**src/inc/cswf_pkg.sv**
```systemverilog
package cswf_pkg;

  // ----------------------------------------------------------------
  // Bus addresses and command codes
  // ----------------------------------------------------------------
  localparam logic [6:0] CSWF_OWN_ADDR = 7'h09;
  localparam logic [6:0] CSWF_ARA_ADDR = 7'h0c;
  localparam logic [7:0] CSWF_ARA_REPLY = 8'h89;
  localparam logic [7:0] CSWF_CMD_CAP = 8'h11;
  localparam logic [7:0] CSWF_CMD_MODE = 8'h12;
  localparam logic [7:0] CSWF_CMD_STAT = 8'h13;
  localparam logic [7:0] CSWF_CMD_AMP = 8'h14;
  localparam logic [7:0] CSWF_CMD_VOLT = 8'h15;

  // ----------------------------------------------------------------
  // Capability word
  // ----------------------------------------------------------------
  localparam logic [3:0] CSWF_SPEC_VERSION = 4'h1;
  localparam logic CSWF_SELECTOR_SUPPORT = 1'h0;
  localparam logic [10:0] CSWF_CAP_RSVD = 11'h000;
  localparam logic [15:0] CSWF_CAP_WORD =
    {CSWF_CAP_RSVD, CSWF_SELECTOR_SUPPORT, CSWF_SPEC_VERSION};

  // ----------------------------------------------------------------
  // Mode word bit positions
  // ----------------------------------------------------------------
  localparam int CSWF_MODE_INHIBIT = 0;
  localparam int CSWF_MODE_POLL = 1;
  localparam int CSWF_MODE_DEFAULTS = 2;
  localparam int CSWF_MODE_CLEAR = 3;

  // ----------------------------------------------------------------
  // Status word bit positions
  // ----------------------------------------------------------------
  localparam int CSWF_ST_INHIBIT = 0;
  localparam int CSWF_ST_MASTER = 1;
  localparam int CSWF_ST_VUNREG = 2;
  localparam int CSWF_ST_AUNREG = 3;
  localparam int CSWF_ST_LEVEL = 4;
  localparam int CSWF_ST_AMP_OR = 6;
  localparam int CSWF_ST_VOLT_OR = 7;
  localparam int CSWF_ST_OPEN = 8;
  localparam int CSWF_ST_COLD = 9;
  localparam int CSWF_ST_HOT = 10;
  localparam logic [1:0] CSWF_LEVEL_CODE = 2'h1;
  localparam logic [15:0] CSWF_STAT_RESET = 16'h0010;

  // ----------------------------------------------------------------
  // Byte engine
  // ----------------------------------------------------------------
  localparam logic [3:0] CSWF_BYTE_BITS = 4'h8;
  localparam logic [2:0] CSWF_IDX_ADDR = 3'h0;
  localparam logic [2:0] CSWF_IDX_CMD = 3'h1;
  localparam logic [2:0] CSWF_IDX_LO = 3'h2;
  localparam logic [2:0] CSWF_IDX_HI = 3'h3;
  localparam logic [2:0] CSWF_IDX_OVER = 3'h4;

  typedef enum logic [2:0] {
    CSWF_IDLE,
    CSWF_RX,
    CSWF_ACK,
    CSWF_TX,
    CSWF_MACK,
    CSWF_WAIT
  } cswf_state_t;

endpackage

```
**src/inc/cswf_ctl_if.sv**
```systemverilog
`timescale 1ns/100ps
`default_nettype none

interface cswf_ctl_if;
  logic mode_wr;
  logic amp_wr;
  logic volt_wr;
  logic rd_done;
  logic [15:0] wdata;
  logic [15:0] status;
  logic irq_n;

  modport bus (
    output mode_wr, amp_wr, volt_wr, rd_done, wdata,
    input status, irq_n
  );
  modport ctl (
    input mode_wr, amp_wr, volt_wr, rd_done, wdata,
    output status, irq_n
  );
endinterface

`default_nettype wire

```
**src/design/cswf_charge_ctl.sv**
```systemverilog
`timescale 1ns/100ps
`default_nettype none

module cswf_charge_ctl
  import cswf_pkg::*;
(
  input wire logic mclk_in,                  // 40 MHz clock
  input wire logic rst_in,                   // Async reset, high
  cswf_ctl_if.ctl link,                      // Word writes, status
  input wire logic input_power_flag_in,      // Charge power present
  input wire logic battery_present_in,       // Battery detected
  input wire logic sensor_open_flag_in,      // Thermistor overrange
  input wire logic sensor_low_temp_flag_in,  // Thermistor cold
  input wire logic sensor_high_temp_flag_in, // Thermistor hot
  input wire logic [15:0] amp_limit_in,      // Current ceiling
  input wire logic [15:0] volt_limit_in,     // Voltage ceiling
  output logic irq_n_out,                    // Status change, low
  output logic charge_enable_out,            // Charger may run
  output logic [15:0] amp_setting_out,       // Current DAC word
  output logic [15:0] volt_setting_out       // Voltage DAC word
);

  typedef struct packed {
    logic inhibit;
    logic block;
    logic got_amp;
    logic got_volt;
    logic loaded;
    logic amp_or;
    logic volt_or;
    logic chg_en;
    logic irq_n;
    logic [15:0] amp_req;
    logic [15:0] volt_req;
    logic [15:0] amp_set;
    logic [15:0] volt_set;
    logic [15:0] stat;
  } cswf_ctl_t;

  localparam cswf_ctl_t CTL_RST =
    '{irq_n: 1'b1, stat: CSWF_STAT_RESET, default: '0};

  cswf_ctl_t q;
  cswf_ctl_t d;
  logic [15:0] s;

  always_comb begin
    s = '0;
    s[CSWF_ST_INHIBIT] = q.inhibit;
    s[CSWF_ST_LEVEL +: 2] = CSWF_LEVEL_CODE;
    s[CSWF_ST_AMP_OR] = q.amp_or;
    s[CSWF_ST_VOLT_OR] = q.volt_or;
    s[CSWF_ST_OPEN] = sensor_open_flag_in;
    s[CSWF_ST_COLD] = sensor_low_temp_flag_in;
    s[CSWF_ST_HOT] = sensor_high_temp_flag_in;
    d = q;
    d.stat = s;
    if (link.rd_done) begin
      d.irq_n = 1'b1;
    end
    // A change in the same cycle as the read keeps the line low
    if (s != q.stat) begin
      d.irq_n = 1'b0;
    end
    if (q.got_amp && q.got_volt) begin
      d.amp_set = q.amp_req;
      d.volt_set = q.volt_req;
      d.loaded = 1'b1;
      d.block = 1'b0;
      d.got_amp = 1'b0;
      d.got_volt = 1'b0;
    end
    if (link.amp_wr) begin
      d.got_amp = 1'b1;
      d.amp_or = link.wdata > amp_limit_in;
      d.amp_req = d.amp_or ? amp_limit_in : link.wdata;
    end
    if (link.volt_wr) begin
      d.got_volt = 1'b1;
      d.volt_or = link.wdata > volt_limit_in;
      d.volt_req = d.volt_or ? volt_limit_in : link.wdata;
    end
    if (link.mode_wr) begin
      // Polling request and upper bits have no effect
      d.inhibit = link.wdata[CSWF_MODE_INHIBIT];
      if (link.wdata[CSWF_MODE_CLEAR]) begin
        d.block = 1'b1;
        d.got_amp = 1'b0;
        d.got_volt = 1'b0;
      end
      if (link.wdata[CSWF_MODE_DEFAULTS]) begin
        // Only the controller state; bus engine and interrupt stay
        d.inhibit = 1'b0;
        d.block = 1'b0;
        d.got_amp = 1'b0;
        d.got_volt = 1'b0;
        d.loaded = 1'b0;
        d.amp_or = 1'b0;
        d.volt_or = 1'b0;
        d.amp_req = '0;
        d.volt_req = '0;
        d.amp_set = '0;
        d.volt_set = '0;
      end
    end
    if (!input_power_flag_in || !battery_present_in) begin
      d.inhibit = 1'b0;
    end
    d.chg_en = q.loaded && !q.block && !q.inhibit && input_power_flag_in
      && battery_present_in && !sensor_open_flag_in
      && !sensor_high_temp_flag_in;
  end

  always_ff @(posedge mclk_in or posedge rst_in) begin
    if (rst_in) begin
      q <= CTL_RST;
    end else begin
      q <= d;
    end
  end

  assign link.status = q.stat;
  assign link.irq_n = q.irq_n;
  assign irq_n_out = q.irq_n;
  assign charge_enable_out = q.chg_en;
  assign amp_setting_out = q.amp_set;
  assign volt_setting_out = q.volt_set;
endmodule

`default_nettype wire

```
**src/design/cswf_word_regs.sv**
```systemverilog
`timescale 1ns/100ps
`default_nettype none

module cswf_word_regs
  import cswf_pkg::*;
(
  input wire logic mclk_in,                  // 40 MHz clock
  input wire logic rst_in,                   // Async reset, high
  input wire logic scl_in,                   // Bus clock level
  input wire logic sda_in,                   // Bus data level
  output logic sda_out,                      // Data value when driven
  output logic sda_oe_out,                   // Pull data low
  input wire logic input_power_flag_in,      // Charge power present
  input wire logic battery_present_in,       // Battery detected
  input wire logic sensor_open_flag_in,      // Thermistor overrange
  input wire logic sensor_low_temp_flag_in,  // Thermistor cold
  input wire logic sensor_high_temp_flag_in, // Thermistor hot
  input wire logic [15:0] amp_limit_in,      // Current ceiling
  input wire logic [15:0] volt_limit_in,     // Voltage ceiling
  output logic status_change_irq_n_out,      // Status change, low
  output logic charge_enable_out,            // Charger may run
  output logic [15:0] amp_setting_out,       // Current DAC word
  output logic [15:0] volt_setting_out       // Voltage DAC word
);

  // ----------------------------------------------------------------
  // Byte engine state
  // ----------------------------------------------------------------
  typedef struct packed {
    cswf_state_t st;
    logic scl;
    logic sda;
    logic [7:0] sh;
    logic [3:0] bits;
    logic [2:0] idx;
    logic [7:0] cmd;
    logic has_cmd;
    logic [7:0] tb;
    logic [7:0] hi;
    logic [7:0] lo;
    logic tx_hi;
    logic ara;
    logic nxt_tx;
    logic nak;
    logic sda_oe;
    logic sda_lvl;
    logic mode_wr;
    logic amp_wr;
    logic volt_wr;
    logic rd_done;
    logic [15:0] wdata;
  } cswf_bus_t;

  localparam cswf_bus_t BUS_RST =
    '{st: CSWF_IDLE, scl: 1'b1, sda: 1'b1, default: '0};

  cswf_bus_t q;
  cswf_bus_t d;
  logic scl_rise;
  logic scl_fall;
  logic start_seen;
  logic stop_seen;
  logic byte_end;
  logic [15:0] rd_word;

  cswf_ctl_if link ();

  function automatic logic cswf_known(input logic [7:0] c);
    return c == CSWF_CMD_CAP || c == CSWF_CMD_MODE || c == CSWF_CMD_STAT
      || c == CSWF_CMD_AMP || c == CSWF_CMD_VOLT;
  endfunction

  function automatic logic cswf_readable(input logic [7:0] c);
    return c == CSWF_CMD_CAP || c == CSWF_CMD_STAT;
  endfunction

  function automatic logic cswf_writable(input logic [7:0] c);
    return c == CSWF_CMD_MODE || c == CSWF_CMD_AMP || c == CSWF_CMD_VOLT;
  endfunction

  // ----------------------------------------------------------------
  // Bus conditions
  // ----------------------------------------------------------------
  assign scl_rise = scl_in && !q.scl;
  assign scl_fall = !scl_in && q.scl;
  assign start_seen = scl_in && q.scl && q.sda && !sda_in;
  assign stop_seen = scl_in && q.scl && !q.sda && sda_in;
  assign byte_end = q.st == CSWF_RX && scl_fall
    && q.bits == CSWF_BYTE_BITS;

  // Whole word is captured when the read is addressed, so both bytes
  // come from one status snapshot
  assign rd_word = (q.cmd == CSWF_CMD_STAT) ? link.status
    : CSWF_CAP_WORD;

  // ----------------------------------------------------------------
  // Next state
  // ----------------------------------------------------------------
  always_comb begin
    d = q;
    d.scl = scl_in;
    d.sda = sda_in;
    d.sda_lvl = 1'b0;
    d.mode_wr = 1'b0;
    d.amp_wr = 1'b0;
    d.volt_wr = 1'b0;
    d.rd_done = 1'b0;
    if (start_seen) begin
      // Repeated start keeps the command for the read that follows
      d.st = CSWF_RX;
      d.bits = '0;
      d.idx = CSWF_IDX_ADDR;
      d.sda_oe = 1'b0;
    end else if (stop_seen) begin
      d.st = CSWF_IDLE;
      d.has_cmd = 1'b0;
      d.sda_oe = 1'b0;
    end else begin
      unique case (q.st)
        CSWF_IDLE, CSWF_WAIT: begin
          d.sda_oe = 1'b0;
        end
        CSWF_RX: begin
          if (scl_rise) begin
            d.sh = {q.sh[6:0], sda_in};
            d.bits = q.bits + 4'h1;
          end else if (byte_end) begin
            d.st = CSWF_ACK;
            d.bits = '0;
            d.nak = 1'b0;
            d.nxt_tx = 1'b0;
            d.sda_oe = 1'b1;
            unique case (q.idx)
              CSWF_IDX_ADDR: begin
                if (q.sh == {CSWF_OWN_ADDR, 1'b0}) begin
                  d.idx = CSWF_IDX_CMD;
                end else if (q.sh == {CSWF_OWN_ADDR, 1'b1} && q.has_cmd
                    && cswf_readable(q.cmd)) begin
                  d.nxt_tx = 1'b1;
                  d.tx_hi = 1'b0;
                  d.ara = 1'b0;
                  d.tb = rd_word[7:0];
                  d.hi = rd_word[15:8];
                end else if (q.sh == {CSWF_ARA_ADDR, 1'b1}
                    && !link.irq_n) begin
                  d.nxt_tx = 1'b1;
                  d.tx_hi = 1'b0;
                  d.ara = 1'b1;
                  d.tb = CSWF_ARA_REPLY;
                end else begin
                  d.nak = 1'b1;
                  d.sda_oe = 1'b0;
                end
              end
              CSWF_IDX_CMD: begin
                if (cswf_known(q.sh)) begin
                  d.cmd = q.sh;
                  d.has_cmd = 1'b1;
                  d.idx = CSWF_IDX_LO;
                end else begin
                  d.nak = 1'b1;
                  d.sda_oe = 1'b0;
                end
              end
              CSWF_IDX_LO: begin
                if (cswf_writable(q.cmd)) begin
                  d.lo = q.sh;
                  d.idx = CSWF_IDX_HI;
                end else begin
                  d.nak = 1'b1;
                  d.sda_oe = 1'b0;
                end
              end
              CSWF_IDX_HI: begin
                d.wdata = {q.sh, q.lo};
                d.idx = CSWF_IDX_OVER;
                d.mode_wr = q.cmd == CSWF_CMD_MODE;
                d.amp_wr = q.cmd == CSWF_CMD_AMP;
                d.volt_wr = q.cmd == CSWF_CMD_VOLT;
              end
              default: begin
                d.nak = 1'b1;
                d.sda_oe = 1'b0;
              end
            endcase
          end
        end
        CSWF_ACK: begin
          if (scl_fall) begin
            d.sda_oe = 1'b0;
            if (q.nak) begin
              d.st = CSWF_WAIT;
            end else if (q.nxt_tx) begin
              d.st = CSWF_TX;
              d.sda_oe = !q.tb[7];
              d.tb = {q.tb[6:0], 1'b0};
              d.bits = 4'h1;
            end else begin
              d.st = CSWF_RX;
              d.bits = '0;
            end
          end
        end
        CSWF_TX: begin
          if (scl_fall) begin
            if (q.bits == CSWF_BYTE_BITS) begin
              d.st = CSWF_MACK;
              d.sda_oe = 1'b0;
            end else begin
              d.sda_oe = !q.tb[7];
              d.tb = {q.tb[6:0], 1'b0};
              d.bits = q.bits + 4'h1;
            end
          end
        end
        CSWF_MACK: begin
          if (scl_rise) begin
            if (!sda_in && !q.tx_hi && !q.ara) begin
              d.tx_hi = 1'b1;
              d.tb = q.hi;
              d.st = CSWF_ACK;
              d.nxt_tx = 1'b1;
              d.nak = 1'b0;
            end else begin
              // Master ack or nack both close a complete read
              d.rd_done = q.ara
                || (q.tx_hi && q.cmd == CSWF_CMD_STAT);
              d.st = CSWF_WAIT;
            end
          end
        end
      endcase
    end
  end

  always_ff @(posedge mclk_in or posedge rst_in) begin
    if (rst_in) begin
      q <= BUS_RST;
    end else begin
      q <= d;
    end
  end

  assign sda_out = q.sda_lvl;
  assign sda_oe_out = q.sda_oe;
  assign link.mode_wr = q.mode_wr;
  assign link.amp_wr = q.amp_wr;
  assign link.volt_wr = q.volt_wr;
  assign link.rd_done = q.rd_done;
  assign link.wdata = q.wdata;

  // ----------------------------------------------------------------
  // Charger controller
  // ----------------------------------------------------------------
  cswf_charge_ctl u_ctl (
    .mclk_in(mclk_in),
    .rst_in(rst_in),
    .link(link.ctl),
    .input_power_flag_in(input_power_flag_in),
    .battery_present_in(battery_present_in),
    .sensor_open_flag_in(sensor_open_flag_in),
    .sensor_low_temp_flag_in(sensor_low_temp_flag_in),
    .sensor_high_temp_flag_in(sensor_high_temp_flag_in),
    .amp_limit_in(amp_limit_in),
    .volt_limit_in(volt_limit_in),
    .irq_n_out(status_change_irq_n_out),
    .charge_enable_out(charge_enable_out),
    .amp_setting_out(amp_setting_out),
    .volt_setting_out(volt_setting_out)
  );
endmodule

`default_nettype wire

```
**config.mk**
```make
export PLATFORM = sky130hd
export DESIGN_NAME = cswf_word_regs
export DESIGN_NICKNAME = d
export VERILOG_FILES = /design/src/inc/cswf_pkg.sv /design/src/inc/cswf_ctl_if.sv /design/src/design/cswf_charge_ctl.sv /design/src/design/cswf_word_regs.sv
export SDC_FILE = /design/constraint.sdc
export NUM_CORES = 1
export LEC_CHECK = 0
export BUFFER_PORTS_ARGS = -buffer_cell sky130_fd_sc_hd__buf_4
export CAP_MARGIN = 20
export CORE_UTILIZATION = 30
export CTS_CLUSTER_SIZE = 14
export DETAILED_ROUTE_END_ITERATION = 6
export PLACE_DENSITY = 0.58
export SYNTH_ARGS = -nofsm -noshare
export SYNTH_HDL_FRONTEND = slang
export SYNTH_HIERARCHICAL = 1
export SYNTH_SLANG_ARGS = --single-unit
```
**constraint.sdc**
```tcl
create_clock -name mclk_in -period 2.5 [get_ports mclk_in]
set_input_delay 0.125 -clock mclk_in [delete_from_list [all_inputs] [get_ports mclk_in]]
set_output_delay 0.125 -clock mclk_in [all_outputs]
set_load 0.005 [all_outputs]
```
Word level (Yosys, flattened, before mapping). Cells that the tools add are included.

Output and inout port bits: 36. Flip-flop bits (word level): 157. Input port bits: 41.

Bitwise operators: 3. $lt $le $gt $ge: 2. Equal/unequal tests: 58. Add/sub/neg operators: 1. Mux-type cells: 104. Reductions and logical operators: 76.

Operator list (count): 2-to-1 mux 45 bit (5); 2-to-1 mux 16 bit (10); 2-to-1 mux 64 bit (2); 2-to-1 mux 8 bit (12); equality test 8 x 5 -> 1 bit, second input constant (11); 2-to-1 mux 3 bit (20); 2-to-1 mux 41 bit (1); 2-to-1 mux 20 bit (2); AND reduction 7 bit (5); greater-than comparator 16 bit (2); 2-to-1 mux 32 bit (1); inequality test 4 bit, second input constant (8); case mux 8 bit (4 select lines) (1); inequality test 5 x 4 -> 1 bit, second input constant (6); 2-to-1 mux 12 bit (2); 2-to-1 mux 4 bit (6); case mux 3 bit (4 select lines) (2); AND reduction 8 bit (3); logical AND 1 bit (22); 2-to-1 mux 1 bit (21); 2-to-1 mux 7 bit (3); inequality test 3 bit, second input constant (7); inequality test 2 bit, second input constant (9); 2-to-1 mux 15 bit (1); other kinds (35) (82).

Longest topological paths before layout. Gate-level depths: netlist (run 1).

Depth in word-level cells: 16. Mapped depth: 10. Gate-level depth less buffers: 8.

Hierarchy. The synthesis (run 1) kept the hierarchy.

By module, submodules not included: cswf_charge_ctl (cells each 493, sequential area each 1978.1 um2, area each 4525.6 um2, instances 1); cswf_word_regs (cells each 351, sequential area each 1954.4 um2, area each 3848.7 um2, instances 1).

Worst setup path after synthesis (run 1). Ideal clock, no wire load.

Path kind: reg2reg. Start: register q, in the netlist link.wdata[7]. End: register u_ctl/q[69] (netlist bit). Clock period less this slack: 2253 ps. Arrival: 2116 ps. Stages on the path, launching flop included: 9. Library setup time: 137 ps. Setup slack: 247 ps. Cell sequence: dfrtp_1 ha_1 a21oi_2 o21ai_1 a221o_1 o31ai_4 buf_8 mux2i_1 a21oi_1.

RTL lines: start: declaration (RTL line cswf_word_regs.sv:57) `cswf_bus_t q;`; start signal: assignment (RTL line cswf_word_regs.sv:238) `q <= BUS_RST;`; start signal: assignment (RTL line cswf_word_regs.sv:240) `q <= d;`; end signal: assignment (RTL line cswf_charge_ctl.sv:116) `q <= CTL_RST;`; end signal: assignment (RTL line cswf_charge_ctl.sv:118) `q <= d;`; end: declaration (RTL line cswf_charge_ctl.sv:43) `cswf_ctl_t q;`.

==> impl_metrics.json, run 1 <==
{
  "p_total_mw": 6.742,
  "synth-seq-cells": 157,
  "ff2ff_setup_slack_ps": 80,
  "gp_congestion": 0.8364,
  "layout-drive-gt1-share": 0.2287,
  "yosysTopAreaCell": "dfrtp_1",
  "nNetsFinal": 976,
  "grt_pass1_wl_mm": 32.93,
  "fp.dieH_um": 169.1,
  "ys_types": 75,
  "min_from": "amp_limit_in[7]",
  "crit_fanout": 10,
  "hold_violations": 0,
  "clk_latency_ps": 440,
  "coreArea_um2": 27180,
  "overflow": 0,
  "hold_end": "u_ctl/q[71]",
  "p_leak_nw": 4.469,
  "timing.rr.start": "link.wdata[15]",
  "path_class": "reg2reg",
  "h-tree-depth": 4,
  "dr.pass1.iters": 5,
  "timing.fmax_ghz": 0.4125,
  "grt_max_degree": 79,
  "io-pin-count": 77,
  "grt_use_total": 0.1482,
  "clock-root-buffer": "clkbuf_16",
  "antenna_found_initial": 0,
  "start_kind": "flop",
  "synthFlopType": "dfrtp_1",
  "final.setup_skew_ps": 14.88,
  "synth_most_common_cell": "dfrtp_1",
  "worstHoldPathCells": 3,
  "period_share": 0.9697,
  "hp-class": "in2reg",
  "path_clk_slew_ps": 70,
  "vias": 6143,
  "grt_pass1_vias": 6037,
  "die-area_um2": 28590,
  "wire_per_inst_um": 15.53,
  "clockBufferDepth": 2,
  "max_cap_viol_count": 0,
  "r2r_cells": 8,
  "rows": 60,
  "synth_edf_count": 0,
  "synth_warnings": 6,
  "drt_iter0_drc": 457,
  "syn2layout_area_growth_pct": 18.11,
  "numCtsBuffers": 17,
  "maxSlewViolCount": 0,
  "ys_top_cells_by_area": "dfrtp_1, a21oi_1, ha_1",
  "drtAntennaViolNets": 0,
  "synth_cells": 844,
  "rsz0062_at_grt": "no",
  "vdd_drop_max_mv": 0.4182,
  "seq_area_frac_synth": 0.4696,
  "totalWireLength_mm": 19.98,
  "die_w_um": 169.1,
  "io_buffer_count": 75,
  "tns_ps": 0,
  "clock-sinks": 157,
  "instances_no_fill": 1286,
  "cp-end-kind": "flop",
  "fin_hold_ws_ps": 17.49,
  "crit_arrival_ps": 2710,
  "placed_area_um2": 9170,
  "p_per_area_nw_per_um2": 681.6,
  "start_util": 0.3081,
  "regToRegEndpoint": "u_ctl/q[78]",
  "async_flop_share": 1.000,
  "period_minus_slack_ps": 2424,
  "netlist_area_um2": 8374,
  "hpwl_mm": 14.58,
  "cp_data_required_time_ps": 2790,
  "synthTopCellsByCount": "dfrtp_1, nand2_1, a21oi_1",
  "diodes": 0,
  "synth_top_area_frac": 0.4602,
  "tightest_slew_ps": 684.9,
  "drc": 0,
  "max_slew_margin": 0.5428,
  "status": "finished clean",
  "cts_tree": "done",
  "final_area_um2": 9891,
  "setup_viol": 0,
  "syn_area_per_cell_um2": 9.922,
  "dp.cells": 1243,
  "vias_per_cell": 4.777
}
[cell usage in the layout (no fill, tap or decap), types with 3 or more instances in the layout]
| cell | count |
|---|---|
| o21a_1 | 3 |
| nor2b_1 | 9 |
| conb_1 | 11 |
| dfrtp_1 | 153 |
| o31ai_1 | 3 |
| nand3b_1 | 3 |
| a222oi_1 | 5 |
| dfstp_2 | 3 |
| nor3b_1 | 4 |
| nand3_1 | 9 |
| a21o_1 | 4 |
| nand2b_1 | 8 |
| nand2_1 | 112 |
| nor4_1 | 5 |
| nor2_1 | 28 |
| buf_4 | 103 |
| buf_12 | 4 |
| dlygate4sd3_1 | 11 |
| inv_1 | 48 |
| clkinv_2 | 3 |
| inv_8 | 4 |
| o21ai_0 | 52 |
| xor2_1 | 3 |
| o211ai_1 | 4 |
| clkbuf_16 | 17 |
| nor3_1 | 7 |
| nand4_1 | 8 |
| mux2i_1 | 36 |
| ha_1 | 34 |
| inv_6 | 4 |
| xnor2_1 | 4 |
| a21oi_1 | 91 |
| mux2_2 | 37 |
| o21ai_1 | 11 |
| a22oi_1 | 4 |
[worst max-delay path: stages (launching register included)]
cell	delay (ps)
dfrtp_2	470
ha_1	340
nand4_1	200
nor2_1	80
a221o_1	350
o31ai_4	220
buf_6	220
mux2i_1	280
a21oi_1	100
[layout make-up]
type | count | area [um^2]
Timing Repair Buffer | 119 | 974.7
Inverter | 50 | 188.9
Sequential cell | 157 | 3934
Clock inverter | 15 | 152.6
Fill cell | 2791 | 17290
Clock buffer | 17 | 425.4
Tap cell | 372 | 465.4
Multi-Input combinational cell | 556 | 3750
[worst max-delay path by stage]
stage / from / end / depth (start not counted)
2_1_floorplan: link.wdata[7] / u_ctl/q[69] / 8
3_3_place_gp: link.wdata[15] / u_ctl/q[76] / 8
3_5_place_dp: link.wdata[15] / u_ctl/q[76] / 8
4_1_cts: link.wdata[15] / u_ctl/q[76] / 8
5_1_grt: link.wdata[14] / u_ctl/q[73] / 8
6_report: link.wdata[15] / u_ctl/q[78] / 8
[sequential cells by signal, indices dropped and copies added, names as in the netlist, 3 cells and up]
signal and count:
q 57, u_ctl/q 36, link.wdata 16, u_ctl/amp_setting_out 16
u_ctl/volt_setting_out 16, u_ctl/link.status 6, u_ctl/d 3
[cells by family (layout without fill, tap and decap cells)]
kind of cell / Yosys count / after routing / share of synthesized area
AO/OA/AOI/OAI: 206 / 206 / 0.1472
XOR/XNOR: 7 / 7 / 0.007321
adder cells (fa/ha/maj): 34 / 34 / 0.05080
buffers and inverters: 139 / 201 / 0.09054
flip-flops: 157 / 157 / 0.4696
multiplexers: 75 / 75 / 0.09517
other: 3 / 11 / 0.001345
AND/OR/NAND/NOR: 223 / 223 / 0.1381
[metal layers]
metal	routed length, um	GRT usage
met5	0	0
met4	304	0.04152
met3	776	0.03063
met2	9247	0.2316
met1	9649	0.2068
[power by group]
group	switching, mW	internal (mW)	total [mW]
registers	0.231	2.70	2.94
logic	0.661	0.571	1.23
clock network	1.17	1.41	2.57
total	2.06	4.68	6.74
[stage by stage]
stage | utilization | setup WS [ps]
after floorplan | - | 247.0
after global placement | 0.3374 | -62.87
after detailed placement | 0.3374 | -60.95
after CTS | 0.3629 | 0.6379
after global routing | 0.3640 | 5.429
final | 0.3640 | 75.75
[timing repair]
action	CTS	global route
resized for setup	1	6
setup endpoints to repair	1	17
hold buffers	11	0
pin swaps	0	2
endpoints found under the hold margin	121	0
setup buffers	0	0
(Power assumes the default switching activity.)
==> run 2, diff against run 1 <==
--- a/config.mk
+++ b/config.mk
@@ -8,4 +8,5 @@
 export BUFFER_PORTS_ARGS = -buffer_cell sky130_fd_sc_hd__buf_4
 export CAP_MARGIN = 20
+export CORE_MARGIN = 2
 export CORE_UTILIZATION = 30
 export CTS_CLUSTER_SIZE = 14
==> constraint.sdc (replaced) <==
create_clock -name mclk_in -period 2.5 [get_ports mclk_in]
set_input_delay 0 -clock mclk_in [delete_from_list [all_inputs] [get_ports mclk_in]]
set_output_delay 0 -clock mclk_in [all_outputs]
set_load 0.005 [all_outputs]
==> run 2 against run 1 <==
Against the previous run: setup slack lost 6.9 ps; combinational power rose by 6%; core utilization up 0.49 points; cell count increased by 2.5%; total power grew 2.9%; sequential power hardly changed; clock-buffer cell count grew 3.
==> impl_metrics.json, run 2 (synthesis results as in run 1) <==
{
  "gp_congestion": 0.8396,
  "period_share": 0.9725,
  "top_register": "q",
  "largestRegisters": "q (57), u_ctl/q (36)",
  "max_cap_viol_count": 0,
  "numCtsBuffers": 17,
  "cp-startpoint": "link.wdata[15]",
  "r2r_cells": 8,
  "setup_viol": 0,
  "rows": 61,
  "p_leak_nw": 4.605,
  "crit_slowest_cell": "dfrtp_1",
  "overflow": 0,
  "drt_iter0_drc": 442,
  "post_cts_buffers": 0,
  "crit_arrival_ps": 2720,
  "diodes": 0,
  "fp.dieH_um": 171.1,
  "drtAntennaViolNets": 0,
  "antenna_found_initial": 0,
  "timing.fmax_ghz": 0.4113,
  "instances_no_fill": 1318,
  "coreArea_um2": 27630,
  "p_per_area_nw_per_um2": 680.4,
  "clk_latency_ps": 430,
  "timing.rr.start": "link.wdata[15]",
  "start_kind": "flop",
  "vias_per_cell": 4.780,
  "io-pin-count": 77,
  "path_class": "reg2reg",
  "hp-class": "in2async",
  "h-tree-depth": 4,
  "rsz0062_at_grt": "yes",
  "period_minus_slack_ps": 2431,
  "vdd_drop_max_mv": 0.4498,
  "place_ws_ps": 58.86,
  "grt_max_degree": 79,
  "seqCellArea_um2": 3933,
  "cp-end-kind": "flop",
  "largest_reg_flops": 57,
  "tightest_slew_ps": 552.3,
  "start_util": 0.3031,
  "fin_hold_ws_ps": 67.88,
  "totalWireLength_mm": 20.68,
  "cts_tree": "done",
  "final.setup_skew_ps": 11.93,
  "cp_data_required_time_ps": 2790,
  "clock-root-buffer": "clkbuf_16",
  "vias": 6300,
  "p_total_mw": 6.935,
  "multi_input_area_um2": 3742,
  "dr.pass1.iters": 5,
  "hpwl_mm": 14.72,
  "path_clk_slew_ps": 60,
  "grt_use_total": 0.1465,
  "nNetsFinal": 1002,
  "hold_violations": 0,
  "syn2layout_area_growth_pct": 21.71,
  "io_buffer_count": 75,
  "grt_pass1_vias": 6258,
  "clockBufferDepth": 2,
  "path_cells": "ha_1, nand4_1, nor2_1, a221o_1, o31ai_4, buf_4, mux2i_1, a21oi_1",
  "die_w_um": 171.1,
  "crit_fanout": 9,
  "setup_ws_ps": 68.81,
  "grt_pass1_wl_mm": 33.54,
  "dp.cells": 1246,
  "drc": 0,
  "layout-drive-gt1-share": 0.2149,
  "fill_cells": 2791,
  "final_common_cell": "dfrtp_1",
  "status": "finished clean",
  "die-area_um2": 29270,
  "max_slew_margin": 0.6318,
  "most-common-layout-cells": "dfrtp_1, nand2_1, buf_4",
  "placed_area_um2": 9155,
  "clock-sinks": 157,
  "wire_per_inst_um": 15.69,
  "maxSlewViolCount": 0,
  "final_area_um2": 10190,
  "slowest_delay_ps": 470
}
-- run 2: cell count changes in the layout (fill, tap and decap cells not counted), moves of 2 or more --
cell           delta
clkbuf_8          +2
buf_4             -2
bufinv_16         +2
mux2i_1           +2
dlygate4sd3_1    +29
inv_8             -4
-- run 2: area by class of cell --
cell class                 count  share of cell area
timing repair buffer         145              0.1215
clock inverter                12             0.01571
inverter                      50             0.01854
sequential                   157              0.3858
multi-input combinational    556              0.3672
clock buffer                  20             0.04481
tap                          378             0.04640
-- run 2: final timing paths --
check / endpoint / slack (ps)
worst max-delay path: u_ctl/q[77] / 70
worst min-delay path: u_ctl/link.status[9] / 70
worst max register to register: u_ctl/q[77] / 70
worst min register to register: u_ctl/link.status[0] / 450
max in group asynchronous: u_ctl/d[7] / 1780
min in group mclk_in: u_ctl/link.status[9] / 260
-- run 2: metal layers --
metal,track usage,wire [um],up-vias
met5,0,0,-
met4,0.03500,192,0
met3,0.02776,602,13
met2,0.2430,10080,105
met1,0.1976,9801,3115
li1,-,-,3067
-- run 2: power breakdown --
part           internal (mW)  switching [mW]
Combinational          0.598           0.700
Clock                   1.64            1.08
Sequential              2.71           0.212
Total                   4.94            2.00
-- run 2: repair_timing --
item	CTS	global route
hold buffers	40	0
hold endpoints to repair	197	0
endpoints found under the setup margin	0	15
gates resized for setup	0	3
-- run 2: worst max-delay path, delay by kind of cell (launching register included) --
kind	cells	cell delay, ps
AOI/OAI and AO/OA	3	640
DFF	1	470
adders and majority gates	1	350
muxes	1	300
and+or+nand+nor	2	280
buffers and inverters	1	250
-- run 2: metrics by stage --
step           utilization  TNS, ps
3_3_place_gp        0.3314        0
3_5_place_dp        0.3314        0
4_1_cts             0.3682        0
6_report            0.3689        0
5_1_grt             0.3689   -93.24
2_1_floorplan            -        0
==> run 3, diff against run 2 <==
CORE_UTILIZATION = 50   (was 30)
PLACE_DENSITY = 0.81   (was 0.58)
==> run 3 against run 2 <==
Against the previous run: wire length grew 1.6%; design area shrank 1.8%; setup slack lost 61 ps; clock-buffer cell count shrank 3; via count grew 5.1%; core utilization grew 24 points; cell count shrank 12%; global-route usage grew 9.4 points; non-clock buffer count shrank 3; critical endpoint is now u_ctl/q[56]; largest power group unchanged.
==> impl_metrics.json, run 3 (synthesis results as in run 1) <==
{
  "status": "finished clean",
  "period_minus_slack_ps": 2492,
  "cp_data_required_time_ps": 2740,
  "fin_util": 0.6081,
  "clk_latency_ps": 430,
  "p_total_mw": 6.832,
  "diodes": 0,
  "cp_num_buf_inv": 1,
  "crit_arrival_ps": 2740,
  "die_w_um": 133.4,
  "wire_per_inst_um": 18.17,
  "gp_congestion": 0.9081,
  "cp.depth": 8,
  "setup_viol": 0,
  "rows": 47,
  "period_share": 0.9969,
  "timing.fmax_ghz": 0.4012,
  "clock-sinks": 157,
  "slowest_delay_ps": 460,
  "maxSlewViolCount": 0,
  "top_register": "q",
  "io-pin-count": 77,
  "layout-drive-gt1-share": 0.2209,
  "most-common-layout-cells": "dfrtp_1, nand2_1, buf_4",
  "p_leak_nw": 4.585,
  "grt_max_degree": 43,
  "largestRegisters": "q (57), u_ctl/q (36)",
  "io_buffer_count": 75,
  "totalWireLength_mm": 21.02,
  "hp-class": "in2async",
  "die-area_um2": 17800,
  "hold_violations": 0,
  "place_ws_ps": 112.7,
  "max_slew_margin": 0.3292,
  "start_kind": "flop",
  "path_cells": "ha_1, a21oi_1, o21ai_0, a221oi_2, a31oi_4, buf_12, mux2i_2, a21oi_1",
  "drt_iter0_drc": 580,
  "crit_end": "u_ctl/q[56]",
  "path_class": "reg2reg",
  "syn2layout_area_growth_pct": 19.56,
  "crit_slowest_cell": "dfrtp_1",
  "path_delay_family": "compound AO/OA/AOI/OAI gates",
  "clock-root-buffer": "clkbuf_16",
  "vdd_drop_max_mv": 0.5380,
  "dr.pass1.iters": 5,
  "setup_ws_ps": 7.739,
  "final_common_cell": "dfrtp_1",
  "p_per_area_nw_per_um2": 682.4,
  "max_cap_viol_count": 0,
  "r2r_cells": 8,
  "fin_hold_ws_ps": 219.2,
  "drtAntennaViolNets": 0,
  "cp-end-kind": "flop",
  "hpwl_mm": 13.67,
  "final.setup_skew_ps": 11.69,
  "nNetsFinal": 999,
  "h-tree-depth": 4,
  "ff2ff_setup_slack_ps": 8,
  "start_util": 0.5086,
  "drc": 0,
  "vias": 6621,
  "grt_pass1_wl_mm": 33.71,
  "crit_fanout": 9,
  "grt_pass1_vias": 6428,
  "crit_top_cell": "a21oi_1",
  "fp.dieH_um": 133.4,
  "path_clk_slew_ps": 70,
  "coreArea_um2": 16470,
  "cp-startpoint": "link.wdata[7]",
  "tightest_slew_ps": 1006,
  "numCtsBuffers": 17,
  "vias_per_cell": 5.723,
  "grt_use_total": 0.2408,
  "overflow": 0,
  "timing.rr.start": "link.wdata[7]",
  "regToRegEndpoint": "u_ctl/q[56]",
  "clockBufferDepth": 2,
  "post_cts_buffers": 0,
  "largest_reg_flops": 57,
  "antenna_found_initial": 0,
  "cts_tree": "done"
}
run 3: cell types whose count changed in the layout (fill, tap and decap cells not counted), moves of 2 or more:
cell | previous run | this run
mux2i_2 | 0 | 4
clkinv_4 | 3 | 5
mux2i_1 | 38 | 34
inv_8 | 0 | 3
buf_4 | 101 | 96
clkbuf_8 | 2 | 0
run 3: layout make-up:
class	instances	area (um^2)
Tap cell	220	275.3
Clock inverter	15	177.7
Clock buffer	17	425.4
Inverter	50	188.9
Timing Repair Buffer	142	1245
Sequential cell	157	3934
Fill cell	1334	6454
Multi-Input combinational cell	556	3766
run 3: worst reg2reg max path, delay by kind of cell, from the launching register on:
family                     cells  cell delay (ps)
DFF                            1              460
buffers and inverters          1              180
adders and majority gates      1              350
AOI/OAI and AO/OA              5             1110
muxes                          1              200
run 3: how the worst min path moves through the flow:
stage | slack, ps | end | depth (start not counted) | start
6_report | 220 | u_ctl/link.status[9] | 3 | rst_in
2_1_floorplan | 4 | q[74] | 0 | sda_in
3_3_place_gp | 120 | u_ctl/link.status[9] | 2 | rst_in
5_1_grt | 250 | u_ctl/link.status[9] | 2 | sensor_low_temp_flag_in
3_5_place_dp | 130 | u_ctl/link.status[9] | 2 | rst_in
4_1_cts | 230 | u_ctl/link.status[9] | 3 | rst_in
run 3: metrics by stage:
stage / cells / TNS (ps) / instance area (um^2)
final: 1157 / 0 / 10010
after CTS: 1155 / 0 / 9911
after detailed placement: 1083 / 0 / 8907
after floorplan: 852 / 0 / 8404
after global placement: 1083 / 0 / 8907
after global routing: 1157 / -77.77 / 10010
run 3: timing repair:
| item | in CTS | in global routing |
|---|---|---|
| endpoints found under the setup margin | 0 | 24 |
| hold endpoints to repair | 108 | 0 |
| gates resized for setup | 0 | 11 |
| hold buffers | 40 | 0 |
run 3: report_power, final:
group / total (mW) / internal [mW] / switching, mW / leakage (nW)
sequential: 2.93 / 2.70 / 0.229 / 1.96
clock: 2.66 / 1.51 / 1.15 / 0.299
combinational: 1.24 / 0.569 / 0.666 / 2.32
total: 6.83 / 4.78 / 2.05 / 4.59
run 3: metal layers:
metal | global-route usage | wire, um | up-vias
met2 | 0.3726 | 9911 | 297
met1 | 0.3272 | 8972 | 3192
met4 | 0.1111 | 812 | 0
li1 | - | - | 3061
met5 | 0 | 0 | -
met3 | 0.05061 | 1322 | 71
